**config.mk**
```make
export PLATFORM = sky130hd
export DESIGN_NAME = aqst_tracker
export DESIGN_NICKNAME = d
export VERILOG_FILES = /design/src/pkg/aqst_pkg.sv /design/src/hdl/aqst_tracker.sv
export VERILOG_INCLUDE_DIRS = /design/src /design/src/pkg
export SDC_FILE = /design/constraint.sdc
export NUM_CORES = 1
export LEC_CHECK = 0
export ABC_AREA = 1
export BUFFER_PORTS_ARGS = -buffer_cell sky130_fd_sc_hd__buf_2
export CAP_MARGIN = 30
export CELL_PAD_IN_SITES_DETAIL_PLACEMENT = 1
export CELL_PAD_IN_SITES_GLOBAL_PLACEMENT = 1
export CORE_UTILIZATION = 35
export CTS_CLUSTER_SIZE = 40
export DETAILED_ROUTE_END_ITERATION = 10
export GPL_TIMING_DRIVEN = 0
export PLACE_DENSITY_LB_ADDON = 0.1
export SLEW_MARGIN = 25
export SYNTH_ARGS = -nofsm -noshare
export SYNTH_HDL_FRONTEND = slang
export SYNTH_SLANG_ARGS = --single-unit
```
**constraint.sdc**
```tcl
create_clock -name i_mclk -period 9.94 [get_ports i_mclk]
set_input_delay 1.491 -clock i_mclk [delete_from_list [all_inputs] [get_ports i_mclk]]
set_output_delay 1.491 -clock i_mclk [all_outputs]
set_load 0.05 [all_outputs]
```
**src/pkg/aqst_consts.svh**
```systemverilog
// Purpose: constants of the converter queue status tracker
// Assumes: one 50 MHz converter clock, AXI4-Lite register access
// Notes:   register indices are word indices, byte address = index * 4
// Summary of operation
// - four-bit read-only code shows both queue states jointly, queue 1 on top
// - queue 1 idle: 0000..0011 for queue 2 idle, paused, active, pending
// - queue 1 paused: 0100..0111 for queue 2 idle, paused, active, pending
// - queue 1 active: 1000..1011; codes 1100..1111 are never produced
// - an idle queue executes nothing, is not paused, has no trigger
// - disabled or untriggered queue reads idle
// - never both queues active; trigger in valid mode makes a queue active
// - entry with pause bit leaves its queue paused until the next trigger
// - queue 1 trigger aborts queue 2, suspends it; resumes when queue 1 leaves
// - queue 2 trigger during queue 1 activity makes queue 2 trigger pending
// - pending queue 2 stays pending some clocks after queue 1 leaves
// - stop mode returns the code to both queues idle
// - debug freeze keeps the code unchanged
// - read-only six-bit command pointer names executing or last entry
// - on pause the pointer holds the pause entry until any trigger
// - pointer is updated clocks before the new queue shows active
// - scan ending on end-of-queue code leaves pointer on that entry
// - running past entry 63 ends the queue with the pointer at 0
// - queue 1 ending at queue 2 begin leaves pointer at that begin
// - stop mode clears the command pointer
// - debug freeze keeps the command pointer
// - last pointers at 13:8 and 5:0, reset 3f3f, writes ignored okay
// - software modes: pause bit retriggers after two clocks, no pause
// - stop sets both last pointers to 63; freeze keeps them
`ifndef AQST_CONSTS_SVH
`define AQST_CONSTS_SVH
`define AQST_IDX_STAT  32'h00ca0010
`define AQST_IDX_LAST  32'h00ca0012
`define AQST_IDX_CTRL  32'h00ca0014
`define AQST_LAST_RST  16'h3f3f
`define AQST_CTRL_RST  4'h3
`define AQST_CTRL_EN1  0
`define AQST_CTRL_EN2  1
`define AQST_CTRL_SW1  2
`define AQST_CTRL_SW2  3
`define AQST_PTR_MAX   6'h3f
`define AQST_END_CODE  6'h3f
`define AQST_Q1_BEGIN  6'h00
`define AQST_HAND_CLKS 2'h3
`define AQST_RTG_CLKS  2'h2
`define AQST_ST_IDLE   2'h0
`define AQST_ST_PAUSE  2'h1
`define AQST_ST_RUN    2'h2
`define AQST_ST_PEND   2'h3
`define AQST_RESP_OK   2'h0
`define AQST_RESP_DEC  2'h3
`endif

```
**src/pkg/aqst_pkg.sv**
```systemverilog
// Purpose: types of the converter queue status tracker
// Assumes: none
// Notes:   suspended and pending apply to queue 2 only
package aqst_pkg;
    typedef enum logic [2:0] {
        Q_IDLE,
        Q_ACT,
        Q_PAUSE,
        Q_SUSP,
        Q_PEND
    } aqst_qstate_t;
endpackage : aqst_pkg

```
**src/hdl/aqst_tracker.sv**
```systemverilog
// Purpose: queue state code, command pointer and last pointers
// Assumes: entry fields and conversion done come from same-clock logic
// Notes:   entry fields describe the entry at o_command_pointer
//
// Our own choice: the AXI4-Lite interface to the registers.
`timescale 1ns/1ns
`include "aqst_consts.svh"
module aqst_tracker
    import aqst_pkg::*;
(
    // clock and reset
    input  wire logic        i_mclk,
    input  wire logic        i_sys_rst,
    // axi4-lite write
    input  wire logic [31:0] i_axi_awaddr,
    input  wire logic        i_axi_awvalid,
    output logic             o_axi_awready,
    input  wire logic [31:0] i_axi_wdata,
    input  wire logic [3:0]  i_axi_wstrb,
    input  wire logic        i_axi_wvalid,
    output logic             o_axi_wready,
    output logic [1:0]       o_axi_bresp,
    output logic             o_axi_bvalid,
    input  wire logic        i_axi_bready,
    // axi4-lite read
    input  wire logic [31:0] i_axi_araddr,
    input  wire logic        i_axi_arvalid,
    output logic             o_axi_arready,
    output logic [31:0]      o_axi_rdata,
    output logic [1:0]       o_axi_rresp,
    output logic             o_axi_rvalid,
    input  wire logic        i_axi_rready,
    // converter sequencing
    input  wire logic        i_q1_trig,
    input  wire logic        i_q2_trig,
    input  wire logic [5:0]  i_q2_begin,
    input  wire logic [5:0]  i_entry_chan,
    input  wire logic        i_entry_pause,
    input  wire logic        i_conv_done,
    input  wire logic        i_stop,
    input  wire logic        i_freeze,
    // status out
    output logic             o_conv_req,
    output logic             o_conv_queue2,
    output logic             o_conv_abort,
    output logic [5:0]       o_command_pointer,
    output logic [3:0]       o_queue_state_code
);

    localparam logic [31:0] A_STAT = `AQST_IDX_STAT << 2;
    localparam logic [31:0] A_LAST = `AQST_IDX_LAST << 2;
    localparam logic [31:0] A_CTRL = `AQST_IDX_CTRL << 2;
    localparam logic [15:0] LAST_RST = `AQST_LAST_RST;

    ////////////////////////////////////////////////////////////////////
    // queue state
    aqst_qstate_t q1_r, q1_nxt, q2_r, q2_nxt;
    logic [5:0]   ptr_r, ptr_nxt;
    logic [5:0]   q1n_r, q1n_nxt, q2n_r, q2n_nxt;
    logic [5:0]   l1_r, l1_nxt, l2_r, l2_nxt;
    logic [1:0]   hnd_r, hnd_nxt, rtg_r, rtg_nxt;
    logic [3:0]   st_r, st_nxt;
    logic         abort_r, abort_nxt;
    logic [3:0]   ctrl_r, ctrl_nxt;
    logic         exe, sel1, fin, pau, sw, en1, en2;
    logic [5:0]   start;

    function automatic logic [1:0] enc1(aqst_qstate_t s);
        if (s == Q_ACT)
            return `AQST_ST_RUN;
        else if (s == Q_PAUSE)
            return `AQST_ST_PAUSE;
        else
            return `AQST_ST_IDLE;
    endfunction : enc1

    function automatic logic [1:0] enc2(aqst_qstate_t s);
        if (s == Q_ACT || s == Q_SUSP)
            return `AQST_ST_RUN;
        else if (s == Q_PAUSE)
            return `AQST_ST_PAUSE;
        else if (s == Q_PEND)
            return `AQST_ST_PEND;
        else
            return `AQST_ST_IDLE;
    endfunction : enc2

    assign en1  = ctrl_r[`AQST_CTRL_EN1];
    assign en2  = ctrl_r[`AQST_CTRL_EN2];
    assign sel1 = (q1_r == Q_ACT);
    assign exe  = (sel1 || q2_r == Q_ACT) && rtg_r == 2'h0;
    assign sw   = sel1 ? ctrl_r[`AQST_CTRL_SW1] : ctrl_r[`AQST_CTRL_SW2];
    assign o_conv_req    = exe && i_entry_chan != `AQST_END_CODE
                           && !i_freeze && !i_stop;
    assign o_conv_queue2 = !sel1;

    always_comb begin
        q1_nxt    = q1_r;
        q2_nxt    = q2_r;
        ptr_nxt   = ptr_r;
        q1n_nxt   = q1n_r;
        q2n_nxt   = q2n_r;
        l1_nxt    = l1_r;
        l2_nxt    = l2_r;
        hnd_nxt   = hnd_r;
        rtg_nxt   = rtg_r;
        abort_nxt = 1'b0;
        fin       = 1'b0;
        pau       = 1'b0;
        start     = 6'h00;
        if (i_stop) begin
            q1_nxt  = Q_IDLE;
            q2_nxt  = Q_IDLE;
            ptr_nxt = 6'h00;
            q1n_nxt = 6'h00;
            q2n_nxt = 6'h00;
            l1_nxt  = LAST_RST[13:8];
            l2_nxt  = LAST_RST[5:0];
            hnd_nxt = 2'h0;
            rtg_nxt = 2'h0;
        end else if (!i_freeze) begin
            if (rtg_r != 2'h0)
                rtg_nxt = rtg_r - 2'h1;
            if (hnd_r != 2'h0) begin
                hnd_nxt = hnd_r - 2'h1;
                if (hnd_r == 2'h1 && q2_r == Q_PEND)
                    q2_nxt = Q_ACT;
            end
            if (exe) begin
                if (i_entry_chan == `AQST_END_CODE) begin
                    fin = 1'b1;
                end else if (i_conv_done) begin
                    if (sel1)
                        l1_nxt = ptr_r;
                    else
                        l2_nxt = ptr_r;
                    if (i_entry_pause && !sw
                        && ptr_r != `AQST_PTR_MAX) begin
                        pau = 1'b1;
                        if (sel1)
                            q1n_nxt = ptr_r + 6'h01;
                        else
                            q2n_nxt = ptr_r + 6'h01;
                    end else begin
                        if (i_entry_pause)
                            rtg_nxt = `AQST_RTG_CLKS;
                        if (ptr_r == `AQST_PTR_MAX) begin
                            ptr_nxt = 6'h00;
                            fin     = 1'b1;
                        end else if (sel1 &&
                                     ptr_r + 6'h01 == i_q2_begin) begin
                            ptr_nxt = i_q2_begin;
                            fin     = 1'b1;
                        end else begin
                            ptr_nxt = ptr_r + 6'h01;
                        end
                    end
                end
                if (fin || pau) begin
                    rtg_nxt = 2'h0;
                    if (sel1)
                        q1_nxt = fin ? Q_IDLE : Q_PAUSE;
                    else
                        q2_nxt = fin ? Q_IDLE : Q_PAUSE;
                end
            end
            if (!en1)
                q1_nxt = Q_IDLE;
            if (!en2)
                q2_nxt = Q_IDLE;
            if (sel1 && q1_nxt != Q_ACT) begin
                if (q2_nxt == Q_PEND) begin
                    ptr_nxt = q2n_r;
                    hnd_nxt = `AQST_HAND_CLKS;
                end else if (q2_nxt == Q_SUSP) begin
                    q2_nxt  = Q_ACT;
                    ptr_nxt = q2n_r;
                end
            end
            if (i_q1_trig && en1 && q1_nxt != Q_ACT) begin
                ptr_nxt = (q1_nxt == Q_PAUSE) ? q1n_r
                                              : `AQST_Q1_BEGIN;
                q1_nxt  = Q_ACT;
                hnd_nxt = 2'h0;
                if (q2_nxt == Q_ACT) begin
                    q2_nxt    = Q_SUSP;
                    abort_nxt = q2_r == Q_ACT && rtg_r == 2'h0;
                    q2n_nxt   = q2_r == Q_ACT ? ptr_r : q2n_r;
                    rtg_nxt   = 2'h0;
                end
            end
            if (i_q2_trig && en2 &&
                (q2_nxt == Q_IDLE || q2_nxt == Q_PAUSE)) begin
                start   = (q2_nxt == Q_PAUSE) ? q2n_nxt : i_q2_begin;
                q2n_nxt = start;
                if (q1_nxt == Q_ACT) begin
                    q2_nxt = Q_PEND;
                end else begin
                    q2_nxt  = Q_ACT;
                    ptr_nxt = start;
                end
            end
        end
        st_nxt = {enc1(q1_nxt), enc2(q2_nxt)};
    end

    always_ff @(posedge i_mclk or posedge i_sys_rst) begin
        if (i_sys_rst) begin
            q1_r    <= Q_IDLE;
            q2_r    <= Q_IDLE;
            ptr_r   <= 6'h00;
            q1n_r   <= 6'h00;
            q2n_r   <= 6'h00;
            l1_r    <= LAST_RST[13:8];
            l2_r    <= LAST_RST[5:0];
            hnd_r   <= 2'h0;
            rtg_r   <= 2'h0;
            st_r    <= 4'h0;
            abort_r <= 1'b0;
        end else begin
            q1_r    <= q1_nxt;
            q2_r    <= q2_nxt;
            ptr_r   <= ptr_nxt;
            q1n_r   <= q1n_nxt;
            q2n_r   <= q2n_nxt;
            l1_r    <= l1_nxt;
            l2_r    <= l2_nxt;
            hnd_r   <= hnd_nxt;
            rtg_r   <= rtg_nxt;
            st_r    <= st_nxt;
            abort_r <= abort_nxt;
        end
    end

    assign o_command_pointer  = ptr_r;
    assign o_queue_state_code = st_r;
    assign o_conv_abort       = abort_r;

    ////////////////////////////////////////////////////////////////////
    // axi4-lite slave
    logic        awh_r, awh_nxt, wh_r, wh_nxt;
    logic [31:0] awa_r, awa_nxt, wd_r, wd_nxt, rd_r, rd_nxt;
    logic        ws_r, ws_nxt, bv_r, bv_nxt, rv_r, rv_nxt;
    logic [1:0]  br_r, br_nxt, rr_r, rr_nxt;

    assign o_axi_awready = !awh_r;
    assign o_axi_wready  = !wh_r;
    assign o_axi_arready = !rv_r;
    assign o_axi_bvalid  = bv_r;
    assign o_axi_bresp   = br_r;
    assign o_axi_rvalid  = rv_r;
    assign o_axi_rresp   = rr_r;
    assign o_axi_rdata   = rd_r;

    always_comb begin
        awh_nxt  = awh_r;
        awa_nxt  = awa_r;
        wh_nxt   = wh_r;
        wd_nxt   = wd_r;
        ws_nxt   = ws_r;
        bv_nxt   = bv_r;
        br_nxt   = br_r;
        rv_nxt   = rv_r;
        rr_nxt   = rr_r;
        rd_nxt   = rd_r;
        ctrl_nxt = ctrl_r;
        if (i_axi_awvalid && !awh_r) begin
            awh_nxt = 1'b1;
            awa_nxt = i_axi_awaddr;
        end
        if (i_axi_wvalid && !wh_r) begin
            wh_nxt = 1'b1;
            wd_nxt = i_axi_wdata;
            ws_nxt = i_axi_wstrb[0];
        end
        if (bv_r && i_axi_bready)
            bv_nxt = 1'b0;
        if (awh_r && wh_r && !bv_r) begin
            awh_nxt = 1'b0;
            wh_nxt  = 1'b0;
            bv_nxt  = 1'b1;
            br_nxt  = `AQST_RESP_OK;
            if (awa_r == A_CTRL) begin
                if (ws_r)
                    ctrl_nxt = wd_r[3:0];
            end else if (awa_r == A_STAT || awa_r == A_LAST) begin
                br_nxt = `AQST_RESP_OK;
            end else begin
                br_nxt = `AQST_RESP_DEC;
            end
        end
        if (rv_r && i_axi_rready)
            rv_nxt = 1'b0;
        if (i_axi_arvalid && !rv_r) begin
            rv_nxt = 1'b1;
            rr_nxt = `AQST_RESP_OK;
            rd_nxt = 32'h0;
            if (i_axi_araddr == A_STAT)
                rd_nxt = {22'h0, st_r, ptr_r};
            else if (i_axi_araddr == A_LAST)
                rd_nxt = {18'h0, l1_r, 2'h0, l2_r};
            else if (i_axi_araddr == A_CTRL)
                rd_nxt = {28'h0, ctrl_r};
            else
                rr_nxt = `AQST_RESP_DEC;
        end
    end

    always_ff @(posedge i_mclk or posedge i_sys_rst) begin
        if (i_sys_rst) begin
            awh_r  <= 1'b0;
            awa_r  <= 32'h0;
            wh_r   <= 1'b0;
            wd_r   <= 32'h0;
            ws_r   <= 1'b0;
            bv_r   <= 1'b0;
            br_r   <= 2'h0;
            rv_r   <= 1'b0;
            rr_r   <= 2'h0;
            rd_r   <= 32'h0;
            ctrl_r <= `AQST_CTRL_RST;
        end else begin
            awh_r  <= awh_nxt;
            awa_r  <= awa_nxt;
            wh_r   <= wh_nxt;
            wd_r   <= wd_nxt;
            ws_r   <= ws_nxt;
            bv_r   <= bv_nxt;
            br_r   <= br_nxt;
            rv_r   <= rv_nxt;
            rr_r   <= rr_nxt;
            rd_r   <= rd_nxt;
            ctrl_r <= ctrl_nxt;
        end
    end
endmodule : aqst_tracker

```
==> metrics <==
status finished clean; Post-DP HPWL 15.0 mm; Arrival @ worst endpoint 2.93 ns; post-layout net count 1042; GR peak layer met2; synthesized cell area 6090 sq um; worst skew pair latency 0.36 ns; CTS Hold Bufs 0; Hold Crit Class flip-flop to flip-flop; met1 GRT Util 0.271; Post-Syn Area per Cell 8.02 sq um; vias post-DR 5644; TritonCTS clock tree built; area delta synth->final 21.7%; Routed WL per cell 16.2 um; Synth area leaders dfrtp_1 38%, nand2_1 12%, mux2_2 6.1%; share of layout cells above drive strength 1 0.302; final worst path period need 4.42 ns; DR DRC count 0; Placed Instances 1125; Longest Clk Path Bufs 2; first-pass GRT wire length 30.6 mm; CP Class input port to output pin; CP peak stage delay 0.49 ns; Synth Flop Type dfrtp_1; die area 17900 sq um; R2R setup slack 6.74 ns; Final period util 0.445; yosys warns 0; Reg-to-Reg End o_command_pointer[2]$_DFFE_PP0N_; P per Cell Area 165 nW/um^2; FFs w/ async S/R, synth 1.00; initial antenna violation count 2; Clock Skew 0.0100 ns; most common cell after layout, fill and taps aside nand2_1; Cell Count, Final, Fillers Out 1142; Cell Chain, Critical Path clkbuf_1 > nor2_2 > inv_1 > nor2_1 > buf_2; vias per inst 4.94; met2 usage 0.387; Power Total 1230 uW; Yosys top cell by area dfrtp_1; Syn Inst Count 759; Top-Level Pins 179; Rows 47; RSZ-0062 raised after global routing no; Die X 134 um; relative slew slack 0.364; gr usage total 0.220; Max-Cap Viols 0; setup TNS 0 ns; critical path data required time 8.45 ns; Post-synth EDFFs 0; vias in the first global route 5990; Slew Limit Fails 0; Lkg Pwr 0.00376 uW; crit path launch type input port; worst-path fanout max 10; initial cell density of the core 0.363; final hold vios 0; Slew @ Worst Pin 0.945 ns; FF-to-FF Start o_command_pointer[1]$_DFFE_PP0N_; post-CTS setup buffer count 0; Final Setup Violations 0; clock root buffer master clkbuf_16; Sinks on Clock Net 106; most frequent cells in the layout 202 x nand2_1, 128 x buf_2, 92 x dfrtp_1; GR Overflow Total 0; CP Capture Type output pin; post-CTS sizing 0; R2R depth 22; Port Buffers 128; 1st-iter DRT viols 247; gpl congestion 0.867; CTS H-tree lvls 3; crit path capture o_conv_req; Critical path origin i_stop; CTS clk-pin slew, worst paths 0.07 ns; DR pass1 iterations 4; register area share after synthesis 0.439; Max Clk Rate 0.226 GHz; slowest stage cell on the critical path nor2_2; peak supply drop 0.136 mV; drt total wl 18.5 mm; Synth Register Bits 106; share of the synthesized area in the top cell type 0.378; CORE AREA 16800 sq um; largest net degree at the start of global routing 65; met3 Use GR 0.0408; Num CTS Buffers 9; die height 134 um; Final ANT Viol Nets 0; post-synth cell types 47
[synth_stat cells (all sizes together) (2+ instances only)]
cell / count
inv: 95
clkinv: 2
o22ai: 6
o221ai: 2
clkbuf: 9
buf: 24
nor3: 11
a32oi: 2
mux2: 33
a31oi: 5
nand3: 67
o21ai: 48
o21bai: 2
o211ai: 4
nand4: 8
nor2: 63
nand2: 222
a21oi: 29
dfrtp: 92
dfstp: 14
a211oi: 2
nor4: 11
[registers in the layout (all words and copies together), names as in the netlist, 2 cells and up]
name	count
awa_r	32
wd_r	4
q2_r	3
rtg_r	2
ctrl_r	4
q1_r	3
o_queue_state_code	4
q2n_r	6
l1_r	6
q1n_r	6
hnd_r	2
o_axi_rdata	14
o_command_pointer	6
l2_r	6
[logic make-up (layout without fill, tap and decap cells)]
| group | count (synthesis) | count (layout) | synth area share |
|---|---|---|---|
| AO/OA/AOI/OAI | 102 | 102 | 0.0987 |
| XOR/XNOR | 1 | 1 | 0.00144 |
| adder cells (fa/ha/maj) | 1 | 1 | 0.00206 |
| buffers and inverters | 130 | 275 | 0.0968 |
| flip-flops | 106 | 106 | 0.439 |
| multiplexers | 33 | 33 | 0.0611 |
| other | 1 | 19 | 0.000616 |
| AND/OR/NAND/NOR | 385 | 385 | 0.301 |
[metal layers]
layer | vias to the layer above | part of all wire
met5 | - | 0.00060
met4 | 2 | 0.017
met3 | 25 | 0.040
met2 | 118 | 0.51
met1 | 2738 | 0.43
li1 | 2761 | -
[worst min path at each step]
| stage | startpoint | endpoint | slack (ns) | cells after the start |
|---|---|---|---|---|
| floorplan | q1n_r[0]$_DFFE_PP0P_ | q1n_r[0]$_DFFE_PP0P_ | 0.45 | 2 |
| global placement | o_axi_rdata[12]$_DFFE_PP0P_ | o_axi_rdata[12]$_DFFE_PP0P_ | 0.46 | 2 |
| detailed placement | o_axi_rdata[13]$_DFFE_PP0P_ | o_axi_rdata[13]$_DFFE_PP0P_ | 0.47 | 2 |
| CTS | o_axi_rdata[13]$_DFFE_PP0P_ | o_axi_rdata[13]$_DFFE_PP0P_ | 0.49 | 2 |
| global route | o_axi_rdata[4]$_DFFE_PP0P_ | o_axi_rdata[4]$_DFFE_PP0P_ | 0.51 | 2 |
| finish | o_axi_rdata[13]$_DFFE_PP0P_ | o_axi_rdata[13]$_DFFE_PP0P_ | 0.48 | 2 |
[per-stage QoR]
step | worst slack, ns | utilization | hold slack [ns] | cell area (sq um)
finish | 5.52 | 0.442 | 0.481 | 7400
global placement | 4.40 | 0.422 | 0.463 | 7070
detailed placement | 5.45 | 0.424 | 0.471 | 7100
CTS | 5.45 | 0.442 | 0.490 | 7400
global route | 5.37 | 0.442 | 0.506 | 7400
floorplan | 5.65 | - | 0.449 | 6150
[power by group]
group	total [uW]	switching, uW	leakage, uW	internal, uW
combinational	281	167	0.00230	114
sequential	570	44.3	0.00132	525
clock	374	177	0.000142	197
[critical path: cells and delay by family]
kind                   cells  cell delay (ns)
buffers and inverters      3             0.78
AND/OR/NAND/NOR            2             0.65
[final cells by class]
| type | count | area [sq um] |
|---|---|---|
| tap | 220 | 275 |
| inverter | 97 | 377 |
| antenna | 1 | 2.50 |
| fill | 2094 | 9360 |
| clock buffer | 9 | 225 |
| clock inverter | 7 | 78.8 |
| timing repair buffer | 129 | 668 |
| multi-input combinational | 540 | 2890 |
| sequential | 106 | 2670 |
| buffer | 33 | 218 |
No activity file was read; power rests on OpenSTA's default activity.
